[src/core/lfp_pkg.sv]
package lfp_pkg;
    // register offsets
    localparam logic [7:0] CTRL2_OFS     = 8'h01;
    localparam logic [7:0] OSEL_OFS      = 8'h02;  // four regs, 02h..05h
    localparam logic [7:0] IREF_OFS      = 8'h22;  // sixteen regs
    localparam logic [7:0] ALLCODE_OFS   = 8'h43;
    localparam logic [7:0] FLAGLO_OFS    = 8'h44;
    localparam logic [7:0] FLAGHI_OFS    = 8'h45;
    // second_control_reg fields
    localparam int         CTRL2_TRIP_BIT  = 7;
    localparam int         CTRL2_CHECK_BIT = 6;
    localparam int         CTRL2_GRP_BIT   = 5;
    // reset values
    localparam logic [7:0] REG_RST       = 8'h00;
    localparam logic [1:0] SEL_OFF       = 2'h0;
    // timing at 25 MHz
    localparam int         CLK_NS        = 40;
    localparam int         STEP_NS       = 1250;
    localparam int         STEP_CYC      = STEP_NS / CLK_NS;
    localparam int         TEST_MAX_NS   = 52000;
    localparam int         TEST_MAX_CYC  = TEST_MAX_NS / CLK_NS;
    localparam int         NUM_CH        = 16;
    // fault test sequencer states
    typedef enum logic [3:0] {
        LFP_IDLE  = 4'b0001,
        LFP_BLANK = 4'b0010,
        LFP_STEP  = 4'b0100,
        LFP_DONE  = 4'b1000
    } lfp_state_e;
endpackage

[src/core/lfp_top.sv]
`timescale 1ns/1ps
// Contract
// RL1: each channel has own 8-bit current code
// RL2: all-channel code write sets every channel
// RL3: writing one to bit 6 starts test
// RL4: whole test ends within 52 us
// RL5: test start switches all outputs off
// RL6: each channel driven alone 1.25 us; code drives each for STEP_CYC = 31 cycles of 40 ns, 1.24 us
// RL7: channels with selection off are skipped
// RL8: tested channel disturbed up to 32 us
// RL9: sixteen flags stored when test ends
// RL10: start bit clears when results valid
// RL11: flag registers at 44h and 45h
// RL12: open faults reported over shorts
// RL13: off channels always flag zero
// RL14: low current on channel sets flag
// RL15: high output voltage sets flag
// RL16: overtemperature disables all outputs
// RL17: trip flag in bit 7 while hot
// RL18: outputs restored, trip flag self-clears
// RL19: enable pin low enables, high floats
// RL20: host avoids enable pulsing with group mode
// RL21: reset clears every register to zero
// RL22: host should switch faulty outputs off
// RL23: flag registers ignore host writes
module lfp_top
    import lfp_pkg::*;
#(
    parameter int NCH = NUM_CH
) (
    // clock and reset
    input  wire logic             I_CORE_CLK,
    input  wire logic             I_RESETN,
    // register port
    input  wire logic [7:0]       I_ADDR,
    input  wire logic             I_WR_EN,
    input  wire logic [7:0]       I_WR_DATA,
    output logic      [7:0]       O_RD_DATA,
    // output stage
    input  wire logic             I_OE_N,
    input  wire logic [NCH-1:0]   I_PWM_ON,
    input  wire logic [NCH-1:0]   I_SENSE_OPEN,
    input  wire logic [NCH-1:0]   I_SENSE_SHORT,
    output logic      [NCH-1:0]   O_CH_DRIVE,
    output logic      [NCH-1:0]   O_CH_HIZ,
    output logic      [NCH*8-1:0] O_CH_CODE,
    // temperature comparators
    input  wire logic             I_TEMP_OVER,
    input  wire logic             I_TEMP_COOL,
    // status
    output logic                  O_TEST_BUSY
);
    lfp_state_e     st_r;
    logic [7:0]     iref_r [NCH];
    logic [1:0]     sel_r  [NCH];
    logic           dmbl_r;
    logic [3:0]     ch_r;
    logic [4:0]     cnt_r;
    logic [10:0]    busy_cnt_r;
    logic [NCH-1:0] open_r;
    logic [NCH-1:0] short_r;
    logic [NCH-1:0] tested_r;
    logic [NCH-1:0] flag_r;
    logic [NCH-1:0] flag_nxt;
    logic [NCH-1:0] drive_nxt;
    logic [NCH-1:0] drive_r;
    logic [7:0]     rd_nxt;
    logic [7:0]     rd_r;
    logic           trip;
    logic           start;

    // channel is on when its selection is not off
    function automatic logic ch_on(input logic [1:0] sel);
        return sel != SEL_OFF;
    endfunction

    // pack four channel selections into one register byte
    function automatic logic [7:0] sel_byte(input logic [1:0] s0,
                                            input logic [1:0] s1,
                                            input logic [1:0] s2,
                                            input logic [1:0] s3);
        return {s3, s2, s1, s0};
    endfunction

    assign start = I_WR_EN && (I_ADDR == CTRL2_OFS)
                   && I_WR_DATA[CTRL2_CHECK_BIT] && (st_r == LFP_IDLE); // RL3

    // current codes: per channel and all-channel writes
    always_ff @(posedge I_CORE_CLK) begin
        if (!I_RESETN) begin
            for (int i = 0; i < NCH; i++) begin
                iref_r[i] <= REG_RST; // RL21
            end
        end else if (I_WR_EN && I_ADDR == ALLCODE_OFS) begin
            for (int i = 0; i < NCH; i++) begin
                iref_r[i] <= I_WR_DATA; // RL2
            end
        end else if (I_WR_EN && I_ADDR >= IREF_OFS
                     && I_ADDR < IREF_OFS + 8'(NCH)) begin
            iref_r[4'(I_ADDR - IREF_OFS)] <= I_WR_DATA; // RL1
        end
    end

    // output state selection and group mode bit
    always_ff @(posedge I_CORE_CLK) begin
        if (!I_RESETN) begin
            for (int i = 0; i < NCH; i++) begin
                sel_r[i] <= SEL_OFF; // RL21
            end
            dmbl_r <= 1'b0;
        end else if (I_WR_EN) begin
            if (I_ADDR >= OSEL_OFS && I_ADDR < OSEL_OFS + 8'h04) begin
                for (int j = 0; j < 4; j++) begin
                    sel_r[{2'(I_ADDR - OSEL_OFS), 2'(j)}] <=
                        I_WR_DATA[2*j +: 2];
                end
            end else if (I_ADDR == CTRL2_OFS) begin
                dmbl_r <= I_WR_DATA[CTRL2_GRP_BIT];
            end
        end
    end

    // fault test sequencer
    always_ff @(posedge I_CORE_CLK) begin
        if (!I_RESETN) begin
            st_r     <= LFP_IDLE;
            ch_r     <= 4'h0;
            cnt_r    <= 5'h00;
            tested_r <= '0;
            open_r   <= '0;
            short_r  <= '0;
        end else begin
            case (st_r)
                LFP_IDLE: begin
                    if (start) begin
                        st_r    <= LFP_BLANK; // RL3
                        ch_r    <= 4'h0;
                        cnt_r   <= 5'h00;
                        open_r  <= '0;
                        short_r <= '0;
                        for (int i = 0; i < NCH; i++) begin
                            tested_r[i] <= ch_on(sel_r[i]); // RL7 RL13
                        end
                    end
                end
                LFP_BLANK: begin
                    st_r <= LFP_STEP; // RL5
                end
                LFP_STEP: begin
                    if (!tested_r[ch_r] || cnt_r == 5'(STEP_CYC - 1)) begin
                        if (tested_r[ch_r]) begin
                            open_r[ch_r]  <= I_SENSE_OPEN[ch_r];  // RL14
                            short_r[ch_r] <= I_SENSE_SHORT[ch_r]; // RL15
                        end
                        cnt_r <= 5'h00;
                        ch_r  <= ch_r + 4'h1; // RL7
                        if (ch_r == 4'(NCH - 1)) begin
                            st_r <= LFP_DONE;
                        end
                    end else begin
                        cnt_r <= cnt_r + 5'h01; // RL6
                    end
                end
                LFP_DONE: begin
                    st_r <= LFP_IDLE; // RL10
                end
                default: begin
                    st_r <= LFP_IDLE;
                end
            endcase
        end
    end

    // merge open and short results
    lfp_fault_eval #(
        .N        (NCH)
    ) lfp_fault_eval_inst (
        .i_open   (open_r),
        .i_short  (short_r),
        .i_tested (tested_r),
        .o_flags  (flag_nxt)
    );

    // flags change only at test end or reset
    always_ff @(posedge I_CORE_CLK) begin
        if (!I_RESETN) begin
            flag_r <= '0; // RL11 RL21
        end else if (st_r == LFP_DONE) begin
            flag_r <= flag_nxt; // RL9 RL23
        end
    end

    // thermal trip tracking
    lfp_thermal lfp_thermal_inst (
        .i_clk   (I_CORE_CLK),
        .i_rst_n (I_RESETN),
        .i_over  (I_TEMP_OVER),
        .i_cool  (I_TEMP_COOL),
        .o_trip  (trip)
    );

    // channel drive: test overrides normal, trip forces all off
    always_comb begin
        drive_nxt = '0;
        if (trip) begin
            drive_nxt = '0; // RL16
        end else if (st_r == LFP_STEP) begin
            drive_nxt[ch_r] = tested_r[ch_r]; // RL6 RL8
        end else if (st_r == LFP_IDLE && !start) begin // RL5
            for (int i = 0; i < NCH; i++) begin
                drive_nxt[i] = I_PWM_ON[i] && ch_on(sel_r[i]); // RL18
            end
        end
    end

    always_ff @(posedge I_CORE_CLK) begin
        if (!I_RESETN) begin
            drive_r <= '0;
        end else begin
            drive_r <= drive_nxt; // RL5
        end
    end

    // read mux, answered one cycle after the address
    always_comb begin
        rd_nxt = 8'h00;
        if (I_ADDR == CTRL2_OFS) begin
            rd_nxt[CTRL2_TRIP_BIT]  = trip; // RL17
            rd_nxt[CTRL2_CHECK_BIT] = (st_r != LFP_IDLE); // RL10
            rd_nxt[CTRL2_GRP_BIT]   = dmbl_r;
        end else if (I_ADDR >= OSEL_OFS && I_ADDR < OSEL_OFS + 8'h04) begin
            rd_nxt = sel_byte(sel_r[{2'(I_ADDR - OSEL_OFS), 2'h0}],
                              sel_r[{2'(I_ADDR - OSEL_OFS), 2'h1}],
                              sel_r[{2'(I_ADDR - OSEL_OFS), 2'h2}],
                              sel_r[{2'(I_ADDR - OSEL_OFS), 2'h3}]);
        end else if (I_ADDR >= IREF_OFS && I_ADDR < IREF_OFS + 8'(NCH)) begin
            rd_nxt = iref_r[4'(I_ADDR - IREF_OFS)];
        end else if (I_ADDR == FLAGLO_OFS) begin
            rd_nxt = flag_r[7:0]; // RL11
        end else if (I_ADDR == FLAGHI_OFS) begin
            rd_nxt = flag_r[15:8]; // RL11
        end
    end

    always_ff @(posedge I_CORE_CLK) begin
        if (!I_RESETN) begin
            rd_r <= 8'h00;
        end else begin
            rd_r <= rd_nxt;
        end
    end

    // busy time measured for the length check
    always_ff @(posedge I_CORE_CLK) begin
        if (!I_RESETN || st_r == LFP_IDLE) begin
            busy_cnt_r <= 11'h000;
        end else begin
            busy_cnt_r <= busy_cnt_r + 11'h001;
        end
    end

    // outputs
    always_comb begin
        for (int i = 0; i < NCH; i++) begin
            O_CH_CODE[8*i +: 8] = iref_r[i]; // RL1
        end
    end
    assign O_CH_DRIVE  = drive_r & ~{NCH{I_OE_N}}; // RL19
    assign O_CH_HIZ    = {NCH{I_OE_N}}; // RL19
    assign O_RD_DATA   = rd_r;
    assign O_TEST_BUSY = (st_r != LFP_IDLE);

    // checks
    blank_off_a: assert property ( // RL5
        @(posedge I_CORE_CLK) disable iff (!I_RESETN)
        start |=> drive_r == '0 ##1 drive_r == '0)
        else $error("outputs not off at test start");
    test_len_a: assert property ( // RL4
        @(posedge I_CORE_CLK) disable iff (!I_RESETN)
        busy_cnt_r < 11'(TEST_MAX_CYC))
        else $error("fault test too long");
    single_ch_a: assert property ( // RL6
        @(posedge I_CORE_CLK) disable iff (!I_RESETN)
        st_r == LFP_STEP && !trip |=> $onehot0(drive_r))
        else $error("more than one channel under test");
    skip_off_a: assert property ( // RL7
        @(posedge I_CORE_CLK) disable iff (!I_RESETN)
        st_r == LFP_STEP && !tested_r[ch_r] |=> ch_r != $past(ch_r))
        else $error("off channel not skipped");
    start_clr_a: assert property ( // RL10
        @(posedge I_CORE_CLK) disable iff (!I_RESETN)
        st_r == LFP_DONE |=> !O_TEST_BUSY && flag_r == $past(flag_nxt))
        else $error("busy bit stale after results");
    off_zero_a: assert property ( // RL13
        @(posedge I_CORE_CLK) disable iff (!I_RESETN)
        st_r == LFP_DONE |=> (flag_r & ~$past(tested_r)) == '0)
        else $error("off channel flagged");
    open_first_a: assert property ( // RL12
        @(posedge I_CORE_CLK) disable iff (!I_RESETN)
        st_r == LFP_DONE && |(open_r & tested_r) |=>
            flag_r == $past(open_r & tested_r))
        else $error("short reported with open present");
    trip_off_a: assert property ( // RL16
        @(posedge I_CORE_CLK) disable iff (!I_RESETN)
        trip |=> drive_r == '0)
        else $error("output driven during trip");
    // reset edge itself clears flags, so it starts no attempt
    flag_ro_a: assert property ( // RL23
        @(posedge I_CORE_CLK) disable iff (!I_RESETN)
        I_RESETN && st_r != LFP_DONE |=> $stable(flag_r))
        else $error("flags changed outside test end");
    all_code_a: assert property ( // RL2
        @(posedge I_CORE_CLK) disable iff (!I_RESETN)
        I_WR_EN && I_ADDR == ALLCODE_OFS |=>
            O_CH_CODE == {NCH{$past(I_WR_DATA)}})
        else $error("all-channel code not applied");
endmodule // lfp_top

[src/core/lfp_fault_eval.sv]
`timescale 1ns/1ps
module lfp_fault_eval #(
    parameter int N = 16
) (
    // captured sense results
    input  wire logic [N-1:0] i_open,
    input  wire logic [N-1:0] i_short,
    input  wire logic [N-1:0] i_tested,
    // merged flags
    output logic      [N-1:0] o_flags
);
    // open faults hide shorts; untested channels always zero
    always_comb begin
        if (|(i_open & i_tested)) begin
            o_flags = i_open & i_tested; // RL12 RL14
        end else begin
            o_flags = i_short & i_tested; // RL15 RL13
        end
    end
endmodule // lfp_fault_eval

[src/core/lfp_thermal.sv]
`timescale 1ns/1ps
module lfp_thermal (
    // clock and reset
    input  wire logic i_clk,
    input  wire logic i_rst_n,
    // temperature comparators
    input  wire logic i_over,
    input  wire logic i_cool,
    // trip state
    output logic      o_trip
);
    logic trip_r;

    // set above limit, self-clear only below limit minus hysteresis
    always_ff @(posedge i_clk) begin
        if (!i_rst_n) begin
            trip_r <= 1'b0;
        end else if (i_over) begin
            trip_r <= 1'b1; // RL16 RL17
        end else if (i_cool) begin
            trip_r <= 1'b0; // RL18
        end
    end

    assign o_trip = trip_r;
endmodule // lfp_thermal

[config.mk]
export PLATFORM = sky130hd
export DESIGN_NAME = lfp_top
export DESIGN_NICKNAME = d
export VERILOG_FILES = /design/src/core/lfp_pkg.sv /design/src/core/lfp_top.sv /design/src/core/lfp_fault_eval.sv /design/src/core/lfp_thermal.sv
export SDC_FILE = /design/constraint.sdc
export NUM_CORES = 1
export LEC_CHECK = 0
export BUFFER_PORTS_ARGS = -buffer_cell sky130_fd_sc_hd__buf_2
export CORE_MARGIN = 8
export CORE_UTILIZATION = 60
export CTS_BUF_LIST = sky130_fd_sc_hd__clkbuf_8 sky130_fd_sc_hd__clkbuf_16
export DETAILED_ROUTE_END_ITERATION = 7
export PLACE_DENSITY = 0.87
export SLEW_MARGIN = 20
export SYNTH_ARGS = -nofsm -noshare
export SYNTH_HDL_FRONTEND = slang
export SYNTH_SLANG_ARGS = --single-unit
[constraint.sdc]
create_clock -name I_CORE_CLK -period 5.9 [get_ports I_CORE_CLK]
set_clock_uncertainty 0.1 [all_clocks]
set_input_delay 0.295 -clock I_CORE_CLK [delete_from_list [all_inputs] [get_ports I_CORE_CLK]]
set_output_delay 0.295 -clock I_CORE_CLK [all_outputs]
set_load 0.01 [all_outputs]
==> flow_summary_export.csv <==
group,metric,value,unit
clocking,clk_pin_slew,0.07,ns
cells_and_area,multi_input_area,0.00512,mm²
detailed_routing,vias,10336,
global_routing,use_met1,38.3,%
floorplanning,row_count,53,
clocking,cts-htree-levels,1,
logic_synthesis,yosysWarnings,0,
setup_path,path_class,"flip-flop to flip-flop",
detailed_routing,routedWlPerCell,26.0,µm
global_routing,gr-total-overflow,0,
clocking,cts_setup_buffers,0,
setup_path,rr_startpoint,"ch_r[1]$_SDFFE_PN0P_",
cells_and_area,final_util,71.1,%
floorplanning,fp.dieArea,0.0258,mm²
logic_synthesis,seq_area_frac_synth,54.8,%
power,vdd_ir_drop_max,0.266,mV
floorplanning,core_region_area,0.0208,mm²
clocking,cts_root_buffer,"clkbuf_16",
sta,finalMaxSlewViolations,0,
detailed_routing,drt_iter0_markers,1373,
placed_design,place_ws,2.48,ns
setup_path,crit_buf_inv,1,
global_routing,grt_pass1_vias,10302,
global_routing,grt_usage,30.3,%
sta,setup_viol,0,
sta,tns,0,ns
logic_synthesis,avgSynthCellArea,11.9,µm²
placed_design,place.port_buffers,238,
power,powerDensity,296,mW/mm²
sta,fmax,306,MHz
power,p_leak,5.51,nW
clocking,cts_resized,0,
global_routing,grt_max_degree,42,
placed_design,gp_congestion,0.926,
setup_path,worstRegToRegCells,7,
floorplanning,start_util,60.4,%
logic_synthesis,synthesis.instances,1056,
logic_synthesis,ys_ff_latch,263,
job,cap_violations,0,
detailed_routing,detail-route-antenna-nets,0,
sta,rsz0062_at_grt,"no",
setup_path,worst-path-stages,7,
worst_hold_path,worstHoldPathType,"input pin to flip-flop",
clocking,ctsLongestPathBuffers,3,
logic_synthesis,async_flop_share,0,%
detailed_routing,drtPass1Iterations,7,
setup_path,worst-path-max-fanout,41,
global_routing,antenna_found_initial,2,
logic_synthesis,synth_area,0.0125,mm²
placed_design,place_area,0.0137,mm²
sta,post-route-period-util,55.5,%
logic_synthesis,syn_nets,1134,
setup_path,crit_path_start,"ch_r[1]$_SDFFE_PN0P_",
outcome,status,"finished clean",
logic_synthesis,synth-main-ff-cell,"edfxtp_1",
cells_and_area,area_growth,17.7,%
logic_synthesis,ys_types,63,
clocking,clock-sinks,263,
floorplanning,fp.dieW,161,µm
placed_design,dp_hpwl,27900,µm
setup_path,cp_cell_sequence,"mux2i_1 -> a221oi_1 -> o21ai_1 -> nand2_1 -> buf_4 -> nand3_1 -> o22ai_1",
sta,fin_crit,3.27,ns
cells_and_area,register_area,0.00687,mm²
global_routing,grt_busiest_layer,"met2",
setup_path,cp-endpoint,"drive_r[7]$_SDFF_PP0_",
setup_path,critPathLaunchType,"flip-flop",
setup_path,worstReg2RegEnd,"drive_r[7]$_SDFF_PP0_",
detailed_routing,routed_wl,40200,µm
logic_synthesis,synth-edff-count,160,
setup_path,cp_data_arrival_time,3.60,ns
sta,tightest_slew,1.17,ns
setup_path,critical_path_required,6.23,ns
floorplanning,die_h,161,µm
cells_and_area,filler_cell_count,1359,
setup_path,crit_path_top_delay_cell,"dfxtp_1",
clocking,cts_tree,"done",
cells_and_area,layout.nets,1326,
global_routing,met2_usage,47.8,%
cells_and_area,drive_gt1_share,33.4,%
detailed_routing,drc,0,
sta,report.final.hold_viol_count,0,
setup_path,cp-end-kind,"flip-flop",
sta,fin_ws,2.63,ns
setup_path,rrSetupSlack,2.63,ns
clocking,cts_buffers,27,
clocking,worstSkewPairLatency,0.55,ns
setup_path,max_stage_delay,0.94,ns
cells_and_area,fin_area,0.0148,mm²
setup_path,path_delay_family,"flip-flops",
global_routing,groute.layer.met3.usage,8.19,%
detailed_routing,routed_via_density,6.69,
floorplanning,num_io_pins,239,
sta,timing.slew.headroom,21.5,%
global_routing,grt_pass1_wl,60900,µm
-- through the flow --
step                      hold slack, ns  total power (W)  cells
final                             0.0331          0.00437   1545
after detailed placement           0.342          0.00250   1488
after global placement             0.336          0.00249   1488
after CTS                         0.0127          0.00435   1543
after global routing              0.0439          0.00445   1545
after floorplan                    0.312          0.00232   1056
-- cell usage in the layout, fill, tap and decap left out, drive strengths merged, types with 3 or more instances in the layout --
cell type    Yosys  final
a22oi           11     11
o2bb2ai          8      8
or3              3      3
a31o            28     28
nand3           15     15
or4b             3      3
mux4            58     58
a21oi           31     31
nand2          113    113
nor2b           58     58
nand4            5      5
nor2            36     36
a21boi           4      4
dlygate4sd3      0      6
nor3            24     24
mux2             7      7
a22o             5      5
clkbuf          54     29
o22ai           16     16
and2            75     75
a31oi           33     33
inv             28     35
edfxtp         160    160
buf             38    249
ha               8      8
clkinv           0      5
a211oi          16     16
mux2i            7      7
nand2b           8      8
and3            11     11
a21o             3      3
bufinv           0      6
dfxtp          103    103
o21ai           61     61
-- state kept, by name (all words and copies together), names as in the netlist, 8 cells and up --
signal     count
iref_r       128
O_RD_DATA      8
flag_r        16
drive_r       16
short_r       16
sel_r         32
open_r        16
tested_r      16
-- cell families after synthesis --
group | count (synthesis) | share of synthesized area, %
buf+inv | 120 | 4.36
mux | 72 | 11.6
simple gates | 363 | 15.7
xor+xnor | 3 | 0.210
flops | 263 | 54.8
compound gates | 227 | 12.5
fa+ha+maj | 8 | 0.799
-- layout make-up --
| cell class | count | area share (%) |
|---|---|---|
| inverters | 28 | 0.713 |
| repair buffers | 255 | 9.04 |
| flip-flops and latches | 263 | 46.6 |
| clock inverters | 20 | 1.76 |
| multi-input cells | 673 | 34.7 |
| clock buffers | 29 | 4.84 |
| well taps | 275 | 2.33 |
| diodes | 2 | 0.0339 |
-- worst min-delay path by stage --
stage / depth (start not counted) / start / slack [ns] / endpoint
3_3_place_gp: 2 / flag_r[6]$_SDFFE_PN0N_ / 0.34 / flag_r[6]$_SDFFE_PN0N_
5_1_grt: 3 / I_PWM_ON[6] / 0.04 / drive_r[6]$_SDFF_PP0_
2_1_floorplan: 2 / I_TEMP_OVER / 0.31 / lfp_thermal_inst.o_trip$_SDFFE_PN0P_
4_1_cts: 3 / I_PWM_ON[6] / 0.01 / drive_r[6]$_SDFF_PP0_
3_5_place_dp: 2 / flag_r[13]$_SDFFE_PN0N_ / 0.34 / flag_r[13]$_SDFFE_PN0N_
6_report: 3 / I_PWM_ON[6] / 0.03 / drive_r[6]$_SDFF_PP0_
-- report_power, final --
group | total (W) | internal [W] | switching (W)
sequential | 0.00209 | 0.00203 | 0.0000596
combinational | 0.000396 | 0.000159 | 0.000237
clock | 0.00189 | 0.00114 | 0.000750
total | 0.00437 | 0.00333 | 0.00105
-- what timing repair did --
action                                 4_1_cts  5_1_grt
hold buffers                                 6        0
setup endpoints to repair                    0        0
endpoints found under the hold margin        6        0
-- tightest hold or removal path, cell delays in order --
cell and delay, ns:
buf_2 0.12, o21ai_0 0.11, o22ai_1 0.09
-- metal layers --
metal	wire, µm	part of all wire, %
met1	13800	34
met2	18800	47
met5	0	0
met3	5300	13
met4	2270	5.6
-- Yosys cell counts (7+ instances only) --
cell type	instances	area share, %
nand3_1	15	0.60
o21ai_0	53	2.1
and2_1	75	3.7
buf_4	16	0.96
edfxtp_1	160	38
a31o_2	27	1.9
nor2b_1	58	2.9
mux4_2	58	10
o21ai_1	8	0.32
clkbuf_1	54	1.6
a31oi_1	33	1.6
ha_1	8	0.80
dfxtp_1	103	16
nor3_2	15	1.2
nor3_1	9	0.36
a211oi_2	16	1.6
a21oi_1	31	1.2
o2bb2ai_1	8	0.56
nor2_1	36	1.1
inv_1	27	0.81
mux2_2	7	0.63
nand2_1	113	3.4
a22oi_1	11	0.66
mux2i_1	7	0.56
nand2b_1	8	0.40
buf_1	8	0.24
and3_1	11	0.55
o22ai_1	16	0.80
buf_2	11	0.44
Note: power is estimated with default switching activity, not from simulation.
